<file path="src/common/misc_cfg_map.svh">
`ifndef MISC_CFG_MAP_SVH
`define MISC_CFG_MAP_SVH

// register indices; byte address is four times the index
`define IDX_ANALOG_CTRL 8'h20
`define IDX_POWER_SAVE 8'h2E
`define IDX_CARRIER_DETECT 8'h2F
`define IDX_CLK_OVERRIDE 8'h32
`define IDX_CLK_ENABLE 8'h33
`define IDX_SYNTH_LOCK 8'h38
`define IDX_CHIP_ID_B0 8'h3C
`define IDX_CHIP_ID_B3 8'h3F

// field positions
`define BIT_POWER_SAVE 7
`define BIT_CD_OVERRIDE 7
`define BIT_CFG_WRITE_EN 6
`define BIT_ID_READ_EN 5

// reset values
`define RST_ANALOG_CTRL 8'h00
`define RST_POWER_SAVE 8'h00
`define RST_CARRIER_DETECT 8'h00
`define RST_CLK_OVERRIDE 8'h00
`define RST_CLK_ENABLE 8'h00
`define RST_SYNTH_LOCK 8'h64

// identifier layout
`define CHIP_ID_BITS 30
`define CHIP_ID_BYTES 4

// slave answers one cycle into the access phase
`define APB_WAIT_CYCLES 1

`endif

</file>
<file path="src/common/misc_cfg_pkg.sv">
package misc_cfg_pkg;

  typedef struct packed {
    logic psel;
    logic penable;
    logic pwrite;
    logic [7:0] paddr;
    logic [31:0] pwdata;
    logic [3:0] pstrb;
  } apb_req_s;

  typedef struct packed {
    logic pready;
    logic pslverr;
    logic [31:0] prdata;
  } apb_rsp_s;

  typedef enum logic [3:0] {
    SEL_NONE,
    SEL_ANALOG,
    SEL_POWER,
    SEL_CARRIER,
    SEL_CLK_OVR,
    SEL_CLK_EN,
    SEL_SYNTH,
    SEL_CHIP_ID
  } reg_sel_e;

  typedef enum logic {
    PH_WAIT,
    PH_DONE
  } apb_phase_e;

endpackage

</file>
<file path="src/design/misc_cfg_regs.sv">
`timescale 1ns/1ps
`include "misc_cfg_map.svh"

// Function
// - bit 7 powers down unused circuitry
// - power register writable only when enabled
// - bit 7 forces carrier detect
// - carrier register writable only when enabled
// - lock count resets to 0x64
// - identifier bits 31:30 read zero
// - identifier readable only with read enable
// - identifier is read-only

module misc_cfg_regs
  import misc_cfg_pkg::*;
#(
  parameter int ID_BITS = `CHIP_ID_BITS
)
(
  input wire logic core_clk,
  input wire logic rst_n,
  input wire apb_req_s apb_req,
  output apb_rsp_s apb_rsp,
  input wire logic [ID_BITS-1:0] chip_id_value,
  input wire logic carrier_sensed,
  output logic power_save_en,
  output logic carrier_present,
  output logic cfg_write_en,
  output logic id_sense_en,
  output logic [7:0] clk_override,
  output logic [7:0] clk_enable,
  output logic [7:0] synth_lock_count
);

  ////////////////////////////////////////////////////////////////////////////
  // registers

  logic [7:0] analog_ctrl_reg;
  logic [7:0] analog_ctrl_next;
  logic [7:0] power_save_reg;
  logic [7:0] power_save_next;
  logic [7:0] carrier_detect_reg;
  logic [7:0] carrier_detect_next;
  logic [7:0] clk_override_reg;
  logic [7:0] clk_override_next;
  logic [7:0] clk_enable_reg;
  logic [7:0] clk_enable_next;
  logic [7:0] synth_lock_reg;
  logic [7:0] synth_lock_next;
  apb_phase_e phase_reg;
  apb_phase_e phase_next;
  apb_rsp_s rsp_reg;
  apb_rsp_s rsp_next;
  logic carrier_reg;
  logic carrier_next;

  ////////////////////////////////////////////////////////////////////////////
  // address decode

  wire logic [5:0] word_idx = apb_req.paddr[7:2];
  wire logic addr_aligned = (apb_req.paddr[1:0] == 2'b00);
  wire logic access = apb_req.psel && apb_req.penable && (phase_reg == PH_WAIT);
  wire logic wr_lane0 = apb_req.pwrite && apb_req.pstrb[0];
  wire logic [7:0] idx8 = {2'b00, word_idx};

  wire logic hit_analog = addr_aligned && (idx8 == `IDX_ANALOG_CTRL);
  wire logic hit_power = addr_aligned && (idx8 == `IDX_POWER_SAVE);
  wire logic hit_carrier = addr_aligned && (idx8 == `IDX_CARRIER_DETECT);
  wire logic hit_clk_ovr = addr_aligned && (idx8 == `IDX_CLK_OVERRIDE);
  wire logic hit_clk_en = addr_aligned && (idx8 == `IDX_CLK_ENABLE);
  wire logic hit_synth = addr_aligned && (idx8 == `IDX_SYNTH_LOCK);
  wire logic hit_id = addr_aligned && (idx8 >= `IDX_CHIP_ID_B0)
    && (idx8 <= `IDX_CHIP_ID_B3);

  reg_sel_e sel;
  assign sel = hit_analog ? SEL_ANALOG :
               hit_power ? SEL_POWER :
               hit_carrier ? SEL_CARRIER :
               hit_clk_ovr ? SEL_CLK_OVR :
               hit_clk_en ? SEL_CLK_EN :
               hit_synth ? SEL_SYNTH :
               hit_id ? SEL_CHIP_ID : SEL_NONE;

  wire logic gated_ok = analog_ctrl_reg[`BIT_CFG_WRITE_EN];
  wire logic id_read_en = analog_ctrl_reg[`BIT_ID_READ_EN];
  // first access edge only, so a held request stores once
  wire logic do_write = access && wr_lane0;

  ////////////////////////////////////////////////////////////////////////////
  // write strobes

  wire logic wr_analog = do_write && (sel == SEL_ANALOG);
  wire logic wr_power = do_write && (sel == SEL_POWER) && gated_ok;
  wire logic wr_carrier = do_write && (sel == SEL_CARRIER) && gated_ok;
  wire logic wr_clk_ovr = do_write && (sel == SEL_CLK_OVR);
  wire logic wr_clk_en = do_write && (sel == SEL_CLK_EN);
  wire logic wr_synth = do_write && (sel == SEL_SYNTH);

  ////////////////////////////////////////////////////////////////////////////
  // identifier byte path

  logic [7:0] id_byte;

  chip_id_reader #(
    .ID_BITS(ID_BITS)
  ) u_chip_id (
    .id_value(chip_id_value),
    .read_en(id_read_en),
    .byte_sel(word_idx[1:0]),
    .id_byte(id_byte)
  );

  ////////////////////////////////////////////////////////////////////////////
  // write side

  assign analog_ctrl_next = wr_analog ?
    apb_req.pwdata[7:0] : analog_ctrl_reg;

  assign power_save_next = wr_power ?
    apb_req.pwdata[7:0] : power_save_reg;

  assign carrier_detect_next = wr_carrier ?
    apb_req.pwdata[7:0] : carrier_detect_reg;

  assign clk_override_next = wr_clk_ovr ?
    apb_req.pwdata[7:0] : clk_override_reg;

  assign clk_enable_next = wr_clk_en ?
    apb_req.pwdata[7:0] : clk_enable_reg;

  assign synth_lock_next = wr_synth ?
    apb_req.pwdata[7:0] : synth_lock_reg;

  assign carrier_next = carrier_detect_reg[`BIT_CD_OVERRIDE] | carrier_sensed;

  ////////////////////////////////////////////////////////////////////////////
  // read side and answer

  logic [7:0] rd_byte;

  always_comb
  begin
    rd_byte = 8'h00;
    case (sel)
      SEL_ANALOG: rd_byte = analog_ctrl_reg;
      SEL_POWER: rd_byte = power_save_reg;
      SEL_CARRIER: rd_byte = carrier_detect_reg;
      SEL_CLK_OVR: rd_byte = clk_override_reg;
      SEL_CLK_EN: rd_byte = clk_enable_reg;
      SEL_SYNTH: rd_byte = synth_lock_reg;
      SEL_CHIP_ID: rd_byte = id_byte;
      default: rd_byte = 8'h00;
    endcase
  end

  // identifier write: no store, no error
  wire logic rsp_err = (sel == SEL_NONE);
  wire logic [31:0] rsp_data = apb_req.pwrite ? 32'h0000_0000 : {24'h00_0000, rd_byte};

  // one wait state keeps prdata registered; unmapped answers slverr
  always_comb
  begin
    phase_next = phase_reg;
    rsp_next = '0;
    case (phase_reg)
      PH_WAIT:
      begin
        if (access)
        begin
          phase_next = PH_DONE;
          rsp_next.pready = 1'b1;
          rsp_next.pslverr = rsp_err;
          rsp_next.prdata = rsp_data;
        end
      end
      PH_DONE:
      begin
        phase_next = PH_WAIT;
      end
      default:
      begin
        phase_next = PH_WAIT;
      end
    endcase
  end

  ////////////////////////////////////////////////////////////////////////////
  // flops

  // analog control: write and read gates
  always_ff @(posedge core_clk or negedge rst_n)
  begin
    if (!rst_n)
    begin
      analog_ctrl_reg <= `RST_ANALOG_CTRL;
    end
    else
    begin
      analog_ctrl_reg <= analog_ctrl_next;
    end
  end

  // power saving control
  always_ff @(posedge core_clk or negedge rst_n)
  begin
    if (!rst_n)
    begin
      power_save_reg <= `RST_POWER_SAVE;
    end
    else
    begin
      power_save_reg <= power_save_next;
    end
  end

  // carrier detect override
  always_ff @(posedge core_clk or negedge rst_n)
  begin
    if (!rst_n)
    begin
      carrier_detect_reg <= `RST_CARRIER_DETECT;
    end
    else
    begin
      carrier_detect_reg <= carrier_detect_next;
    end
  end

  // manual clock override
  always_ff @(posedge core_clk or negedge rst_n)
  begin
    if (!rst_n)
    begin
      clk_override_reg <= `RST_CLK_OVERRIDE;
    end
    else
    begin
      clk_override_reg <= clk_override_next;
    end
  end

  // manual clock enable
  always_ff @(posedge core_clk or negedge rst_n)
  begin
    if (!rst_n)
    begin
      clk_enable_reg <= `RST_CLK_ENABLE;
    end
    else
    begin
      clk_enable_reg <= clk_enable_next;
    end
  end

  always_ff @(posedge core_clk or negedge rst_n)
  begin
    if (!rst_n)
    begin
      synth_lock_reg <= `RST_SYNTH_LOCK;
    end
    else
    begin
      synth_lock_reg <= synth_lock_next;
    end
  end

  // answer phase blocks a second store on a held request
  always_ff @(posedge core_clk or negedge rst_n)
  begin
    if (!rst_n)
    begin
      phase_reg <= PH_WAIT;
    end
    else
    begin
      phase_reg <= phase_next;
    end
  end

  // registered answer keeps the decode off the bus timing
  always_ff @(posedge core_clk or negedge rst_n)
  begin
    if (!rst_n)
    begin
      rsp_reg <= '0;
    end
    else
    begin
      rsp_reg <= rsp_next;
    end
  end

  // one cycle of lag on carrier
  always_ff @(posedge core_clk or negedge rst_n)
  begin
    if (!rst_n)
    begin
      carrier_reg <= 1'b0;
    end
    else
    begin
      carrier_reg <= carrier_next;
    end
  end

  ////////////////////////////////////////////////////////////////////////////
  // outputs

  assign apb_rsp = rsp_reg;
  assign power_save_en = power_save_reg[`BIT_POWER_SAVE];
  assign carrier_present = carrier_reg;
  assign cfg_write_en = analog_ctrl_reg[`BIT_CFG_WRITE_EN];
  // identifier sense costs power, so it follows the enable bit only
  assign id_sense_en = analog_ctrl_reg[`BIT_ID_READ_EN];
  assign clk_override = clk_override_reg;
  assign clk_enable = clk_enable_reg;
  assign synth_lock_count = synth_lock_reg;

endmodule // misc_cfg_regs

</file>
<file path="src/design/chip_id_reader.sv">
`timescale 1ns/1ps
`include "misc_cfg_map.svh"

module chip_id_reader
  import misc_cfg_pkg::*;
#(
  parameter int ID_BITS = `CHIP_ID_BITS
)
(
  input wire logic [ID_BITS-1:0] id_value,
  input wire logic read_en,
  input wire logic [1:0] byte_sel,
  output logic [7:0] id_byte
);

  logic [31:0] id_word;
  logic [7:0] lanes [`CHIP_ID_BYTES];

  assign id_word = {{(32-ID_BITS){1'b0}}, id_value};

  genvar g;
  generate
    for (g = 0; g < `CHIP_ID_BYTES; g++)
    begin : g_lane
      assign lanes[g] = read_en ? id_word[g*8 +: 8] : 8'h00;
    end
  endgenerate

  assign id_byte = lanes[byte_sel];

endmodule // chip_id_reader

</file>
<file path="config.mk">
export PLATFORM = sky130hd
export DESIGN_NAME = misc_cfg_regs
export DESIGN_NICKNAME = d
export VERILOG_FILES = /design/src/common/misc_cfg_pkg.sv /design/src/design/misc_cfg_regs.sv /design/src/design/chip_id_reader.sv
export VERILOG_INCLUDE_DIRS = /design/src /design/src/common
export SDC_FILE = /design/constraint.sdc
export NUM_CORES = 1
export LEC_CHECK = 0
export ABC_AREA = 1
export BUFFER_PORTS_ARGS = -buffer_cell sky130_fd_sc_hd__clkbuf_2
export CAP_MARGIN = 20
export CORE_MARGIN = 2
export CORE_UTILIZATION = 45
export CTS_BUF_LIST = sky130_fd_sc_hd__clkbuf_16
export DETAILED_ROUTE_END_ITERATION = 8
export GPL_ROUTABILITY_DRIVEN = 0
export PLACE_DENSITY = 0.75
export SYNTH_ARGS = -nofsm -noshare
export SYNTH_HDL_FRONTEND = slang
export SYNTH_SLANG_ARGS = --single-unit
</file>
<file path="constraint.sdc">
create_clock -name core_clk -period 1.8 [get_ports core_clk]
set_input_delay 0 -clock core_clk [delete_from_list [all_inputs] [get_ports core_clk]]
set_output_delay 0 -clock core_clk [all_outputs]
set_load 0.01 [all_outputs]
</file>
==> summary.md, run 1 <==
| Metric | Value |
|---|---|
| Crit-path slowest cell | dlygate4sd3_1 |
| Core area | 7650 µm² |
| Worst Setup SP | phase_reg$_DFF_PN0_ |
| Worst setup SP type | register |
| TritonCTS clock tree | done |
| Via Count | 3237 |
| Leakage | 0.00225 µW |
| Final Total Pwr | 3410 µW |
| R2R setup slack | 0.11 ns |
| Simple-gate area share of the yosys netlist | 0.352 |
| Vias in the first global route | 3018 |
| Synth Register Bits | 59 |
| DRC viols | 0 |
| Yosys cell types | 26 |
| 1st-pass router iterations | 4 |
| Fin cells | 657 |
| CP required | 2.04 ns |
| Synth Area in XOR/XNOR | 0 |
| Row count | 32 |
| Post-Route Skew | 0.00255 ns |
| RSZ-0062 raised after global routing | no |
| Placed Instances | 637 |
| Die area | 8550 µm² |
| Synth Area in Compound Gates | 0.109 |
| Pwr dens | 794 nW/µm² |
| Outcome | finished, final reports clean |
| H-tree Lvls | 3 |
| Die Y | 92.5 µm |
| Setup TNS | 0 ns |
| Setup CP Type | reg -> reg |
| Layout Nets | 630 |
| Final hold vios | 0 |
| Multiplexer area fraction after synthesis | 0 |
| Final setup violating endpoints | 0 |
| FMAX | 0.591 GHz |
| Crit path to | apb_rsp[3]$_DFF_PN0_ |
| Sequential area share after synthesis | 0.420 |
| Total track usage | 0.228 |
| Mean instance size in the synthesized netlist | 7.69 µm² |
| Synthesized instance count | 458 |
| Avg WL per Cell | 13.8 µm |
| Fin crit period | 1.69 ns |
| Yosys warnings | 0 |
| Post-CTS Setup Repair Bufs | 0 |
| Area grow syn2layout | 22.1% |
| Vias/cell | 4.93 |
| Grt total ovfl | 0 |
| Async set or reset register ratio after synthesis | 1.00 |
| Crit end category | register |
| Antenna Cells | 0 |
| Clk_lat worst skew | 0.33 ns |
| Post-synth top area share | 0.398 |
| PortBufs | 90 |
| Min-delay worst type | in -> reg |
| Synth Area in Adders | 0 |
| Inserted Clock Buffers | 9 |
| Critical Path Max Stage Delay | 0.58 ns |
| Die width | 92.5 µm |
| Io pins | 142 |
| Hpwl dp | 6710 µm |
| Cells along the critical path | nor2_2 -> dlygate4sd3_1 -> inv_1 -> nor2_1 -> nand2_2 -> a21oi_1 |
| Synth Flop Type | dfrtp_1 |
| Max_cap viols | 0 |
| Largest net degree at the start of global routing | 32 |
| Initial Utilization | 0.461 |
| Cell count of the worst hold path | 3 |
| Antenna violations before repair | 0 |
| CTS Root Cell | clkbuf_16 |
| First-pass GRT wire length | 15000 µm |
| Post-synth top area cell | dfrtp_1 |
| Largest family of logic cells by synthesized area | simple AND/OR/NAND/NOR gates |
| Worst-path clk slew | 0.05 ns |
| Max reg flops | 9 |
| Post-Synthesis Cell Area | 3520 µm² |
| Crit Reg-Reg Startpoint | phase_reg$_DFF_PN0_ |
| WL final | 9090 µm |
| Worst r2r path cells | 6 |
| Ratio of cells with drive above 1 in the final layout | 0.305 |
| Max-slew violations | 0 |
| R2R Path End | apb_rsp[3]$_DFF_PN0_ |
| Max VDD drop | 0.000499 V |
| Largest cells by area after synthesis | dfrtp_1 40%, nand2_1 19%, o21ai_2 6.0%, buf_4 5.8%, nand4_1 4.3% |
| DRT iter0 DRCs | 208 |
| Crit path arrival time | 1.93 ns |
| Post-synth EDFFs | 0 |
| Clock tree buffer depth | 2 |
| Crit share post-route | 0.940 |
| Crit path max fanout | 8 |
| CTS Sinks | 59 |
| Final antenna-violating net count | 0 |
==> stage by stage <==
| stage | util | worst slack [ns] | hold WS, ns | cell area (µm²) |
|---|---|---|---|---|
| after global placement | 0.516 | 0.271 | -0.0349 | 3950 |
| after global routing | 0.563 | 0.00763 | 0.0993 | 4300 |
| after floorplan | - | 0.427 | -0.296 | 3610 |
| final | 0.563 | 0.107 | 0.0661 | 4300 |
| after detailed placement | 0.516 | 0.192 | -0.0300 | 3950 |
| after CTS | 0.562 | 0.0949 | 0.0601 | 4290 |
==> Yosys cell counts, types with 2 or more instances <==
master / instances
a21oi_1: 9
buf_4: 27
nand4_4: 2
dfstp_2: 3
nand4_1: 24
nor2_1: 30
nand2_2: 7
nor2_2: 5
inv_1: 20
buf_6: 6
nand3_1: 14
nor2_4: 7
inv_2: 4
o21ai_2: 24
buf_2: 9
nand2_1: 179
dfrtp_1: 56
o21ai_1: 24
==> report_power, final <==
group          switching [µW]  leakage, µW  internal [µW]
sequential               5.75     0.000809           1340
clock                     587     0.000152           1190
combinational             198      0.00129           93.1
total                     791      0.00225           2620
==> how the worst min path moves through the flow <==
stage,start,endpoint,slack (ns)
after detailed placement,rst_n,apb_rsp[1]$_DFF_PN0_,-0.03
after floorplan,rst_n,analog_ctrl_reg[0]$_DFFE_PN0P_,-0.30
after global routing,apb_req[6],analog_ctrl_reg[2]$_DFFE_PN0P_,0.1
final,apb_req[6],clk_override[2]$_DFFE_PN0P_,0.07
after global placement,rst_n,apb_rsp[1]$_DFF_PN0_,-0.03
after CTS,apb_req[6],clk_override[2]$_DFFE_PN0P_,0.06
==> what timing repair did <==
action / in CTS / in global routing
setup endpoints to repair: 0 / 1
hold endpoints to repair: 40 / 0
resized for setup: 0 / 2
hold buffers: 4 / 0
==> logic make-up after synthesis <==
family / after synthesis
flops: 59
buf+inv: 68
simple gates: 272
compound gates: 58
other cells: 1
==> cell usage in the layout, fill, tap and decap left out, drive strengths merged, types with 2 or more instances in the layout <==
master	Yosys	final
nand2	187	187
clkbuf	1	99
dfrtp	56	56
o21ai	48	48
nor2	42	42
nand4	27	27
inv	24	25
conb	1	24
nand3	15	15
a21oi	9	9
buf	42	7
dlygate4sd3	0	4
clkinv	1	4
dfstp	3	3
bufinv	0	2
==> metal layers <==
| layer | GRT usage | part of all wire | wire [µm] |
|---|---|---|---|
| met1 | 0.303 | 0.42 | 3810 |
| met5 | 0 | 0 | 0 |
| met4 | 0.0746 | 0.014 | 124 |
| met2 | 0.359 | 0.47 | 4290 |
| met3 | 0.0651 | 0.095 | 860 |
==> critical path, delay by kind of cell (launching register included) <==
kind            cells  cell delay [ns]
buf+inv             2             0.64
compound gates      1             0.20
flops               1             0.38
simple gates        3             0.38
==> cell type report <==
type	instances	area, µm²
clock buffer	9	225
multi-input combinational	354	1720
inverter	25	95.1
sequential	59	1480
timing repair buffer	101	568
fill	705	3350
tap	102	128
clock inverter	7	83.8
(Power assumes the default switching activity.)
==> run 2: changes to the inputs <==
RECOVER_POWER = 100   (was default)
==> summary.md, run 2 (same netlist as run 1, synthesis figures left out) <==
| Metric | Value |
|---|---|
| Die area | 8550 µm² (unchanged) |
| Worst Tran Pin Value | 0.896 ns |
| Setup TNS | 0 ns (unchanged) |
| Sw Pwr | 783 µW (-0.99%) |
| 1st-pass router iterations | 4 (unchanged) |
| Cells along the critical path | nor2_2 -> dlygate4sd3_1 -> inv_1 -> nor2_1 -> nand2_2 -> a21oi_1 |
| Max reg flops | 9 (unchanged) |
| Setup CP Type | reg -> reg |
| Fillers | 761 (+7.9%) |
| Most common cell after layout, fill and taps aside | nand2_1 |
| Crit Reg-Reg Startpoint | phase_reg$_DFF_PN0_ |
| Inserted Clock Buffers | 9 (unchanged) |
| Total track usage | 0.228 (unchanged) |
| Via Count | 3234 (-0.093%) |
| R2R setup slack | 0.10 ns (about the same) |
| CTS Root Cell | clkbuf_16 |
| Fin crit period | 1.70 ns (+0.00309 ns) |
| R2R Path End | apb_rsp[3]$_DFF_PN0_ |
| First-pass GRT wire length | 15000 µm (unchanged) |
| Leakage | 0.00206 µW (-8.3%) |
| Die width | 92.5 µm (unchanged) |
| Max-slew violations | 0 (unchanged) |
| Hpwl dp | 6710 µm (unchanged) |
| Avg WL per Cell | 13.9 µm (+0.30%) |
| Layout Nets | 630 (unchanged) |
| Final hold vios | 0 (unchanged) |
| Io pins | 142 (unchanged) |
| Crit share post-route | 0.942 (+0.00172) |
| Worst hold slack | 0.0243 ns (-0.0418 ns) |
| Placed Instances | 637 (unchanged) |
| Area grow syn2layout | 17.7% |
| Pre-CTS setup slack | 0.192 ns (unchanged) |
| Critical Path Max Stage Delay | 0.58 ns (about the same) |
| Seq pwr share | 0.395 (about the same) |
| Final antenna-violating net count | 0 (unchanged) |
| Crit path max fanout | 8 (unchanged) |
| H-tree Lvls | 3 (unchanged) |
| Max-slew headroom | 0.403 |
| WL final | 9110 µm (+0.30%) |
| TritonCTS clock tree | done |
| P_int | 2620 µW (-0.27%) |
| Max_cap viols | 0 (unchanged) |
| Max VDD drop | 0.000515 V (+3.3%) |
| Final setup violating endpoints | 0 (unchanged) |
| Pwr dens | 820 nW/µm² (+3.3%) |
| Outcome | finished, final reports clean |
| Die Y | 92.5 µm (unchanged) |
| Crit path arrival time | 1.93 ns (about the same) |
| Crit-path slowest cell | dlygate4sd3_1 |
| Post-CTS Setup Repair Bufs | 0 (unchanged) |
| CP required | 2.04 ns (about the same) |
| Area of the multi-input gates | 1630 µm² (-5.3%) |
| Antenna Cells | 0 (unchanged) |
| Initial Utilization | 0.461 (unchanged) |
| Worst setup SP type | register |
| Register area | 1480 µm² (unchanged) |
| Vias in the first global route | 3018 (unchanged) |
| Worst r2r path cells | 6 (unchanged) |
| CTS Sinks | 59 (unchanged) |
| Ratio of cells with drive above 1 in the final layout | 0.195 (-0.110) |
| Worst setup slack after layout | 0.104 ns (-0.00309 ns) |
| Fin cells | 657 (unchanged) |
| Clk_lat worst skew | 0.33 ns (about the same) |
| Combinational fraction of design power | 0.081 (-0.004) |
| Switch share | 0.230 (-0.00129) |
| Crit path to | apb_rsp[3]$_DFF_PN0_ |
| Row count | 32 (unchanged) |
| Clock tree buffer depth | 2 (unchanged) |
| DRT iter0 DRCs | 244 (+17%) |
| Min-delay worst type | in -> reg |
| Commonest cells after routing, fill and taps aside | 182 x nand2_1, 56 x dfrtp_1, 54 x clkbuf_2, 39 x o21ai_0, 38 x clkbuf_1 |
| Largest net degree at the start of global routing | 32 (unchanged) |
| Core area | 7650 µm² (unchanged) |
| Vias/cell | 4.92 (about the same) |
| FMAX | 0.590 GHz (-0.18%) |
| Clk pwr share | 0.524 (+0.003) |
| Worst Setup SP | phase_reg$_DFF_PN0_ |
| Post-Route Skew | 0.00307 ns (+0.000520 ns) |
| Worst-path clk slew | 0.05 ns (about the same) |
| DRC viols | 0 (unchanged) |
| PortBufs | 90 (unchanged) |
| RSZ-0062 raised after global routing | no |
| Antenna violations before repair | 0 (unchanged) |
| Crit end category | register |
| Grt total ovfl | 0 (unchanged) |
run 2: cell types whose count changed in the layout (fill, tap and decap cells not counted), sizes merged:
cell	before	now
buf	7	5
clkbuf	99	101
run 2: area by class of cell:
cell class              count  area share
clock buffers               9      0.0543
clock inverters             7      0.0202
inverters                  25      0.0229
multi-input cells         354       0.393
flip-flops and latches     59       0.357
well taps                 102      0.0308
repair buffers            101       0.121
run 2: per-stage QoR:
stage	utilization	power, µW	area (µm²)
after floorplan	-	1560	3610
after global placement	0.516	1650	3950
after detailed placement	0.516	1650	3950
after CTS	0.562	3440	4290
after global routing	0.542	3510	4150
final	0.542	3400	4150
run 2: worst min-delay path by stage:
stage	cells past startpoint	endpoint	slack (ns)	from
5_1_grt	3	synth_lock_count[2]$_DFFE_PN1P_	0.06	apb_req[6]
2_1_floorplan	0	analog_ctrl_reg[0]$_DFFE_PN0P_	-0.30	rst_n
3_3_place_gp	1	apb_rsp[1]$_DFF_PN0_	-0.03	rst_n
4_1_cts	3	clk_override[2]$_DFFE_PN0P_	0.06	apb_req[6]
6_report	3	synth_lock_count[2]$_DFFE_PN1P_	0.02	apb_req[6]
3_5_place_dp	1	apb_rsp[1]$_DFF_PN0_	-0.03	rst_n
run 2: critical path, delay by kind of cell, from the launching register on:
kind	cells	cell delay, ns
buffers and inverters	2	0.64
AOI/OAI and AO/OA	1	0.20
and+or+nand+nor	3	0.38
DFF	1	0.38
run 2: power by group through the flow:
stage,sequential [µW],clock (µW),combinational [µW]
6_report,1340,1780,275
5_1_grt,1340,1860,311
4_1_cts,1340,1800,293
3_5_place_dp,1370,0,284
3_3_place_gp,1360,0,280
2_1_floorplan,1370,0,194
run 2: metal layers:
metal	vias up	track usage	routed length, µm
li1	1617	-	-
met1	1471	0.303	3980
met2	135	0.359	4230
met3	11	0.0651	770
met4	0	0.0746	126
met5	-	0	0
run 2: what timing repair did:
action,in CTS,in global routing
gates resized for setup,0,2
setup endpoints to repair,0,1
hold buffers,4,0
endpoints found under the hold margin,40,0
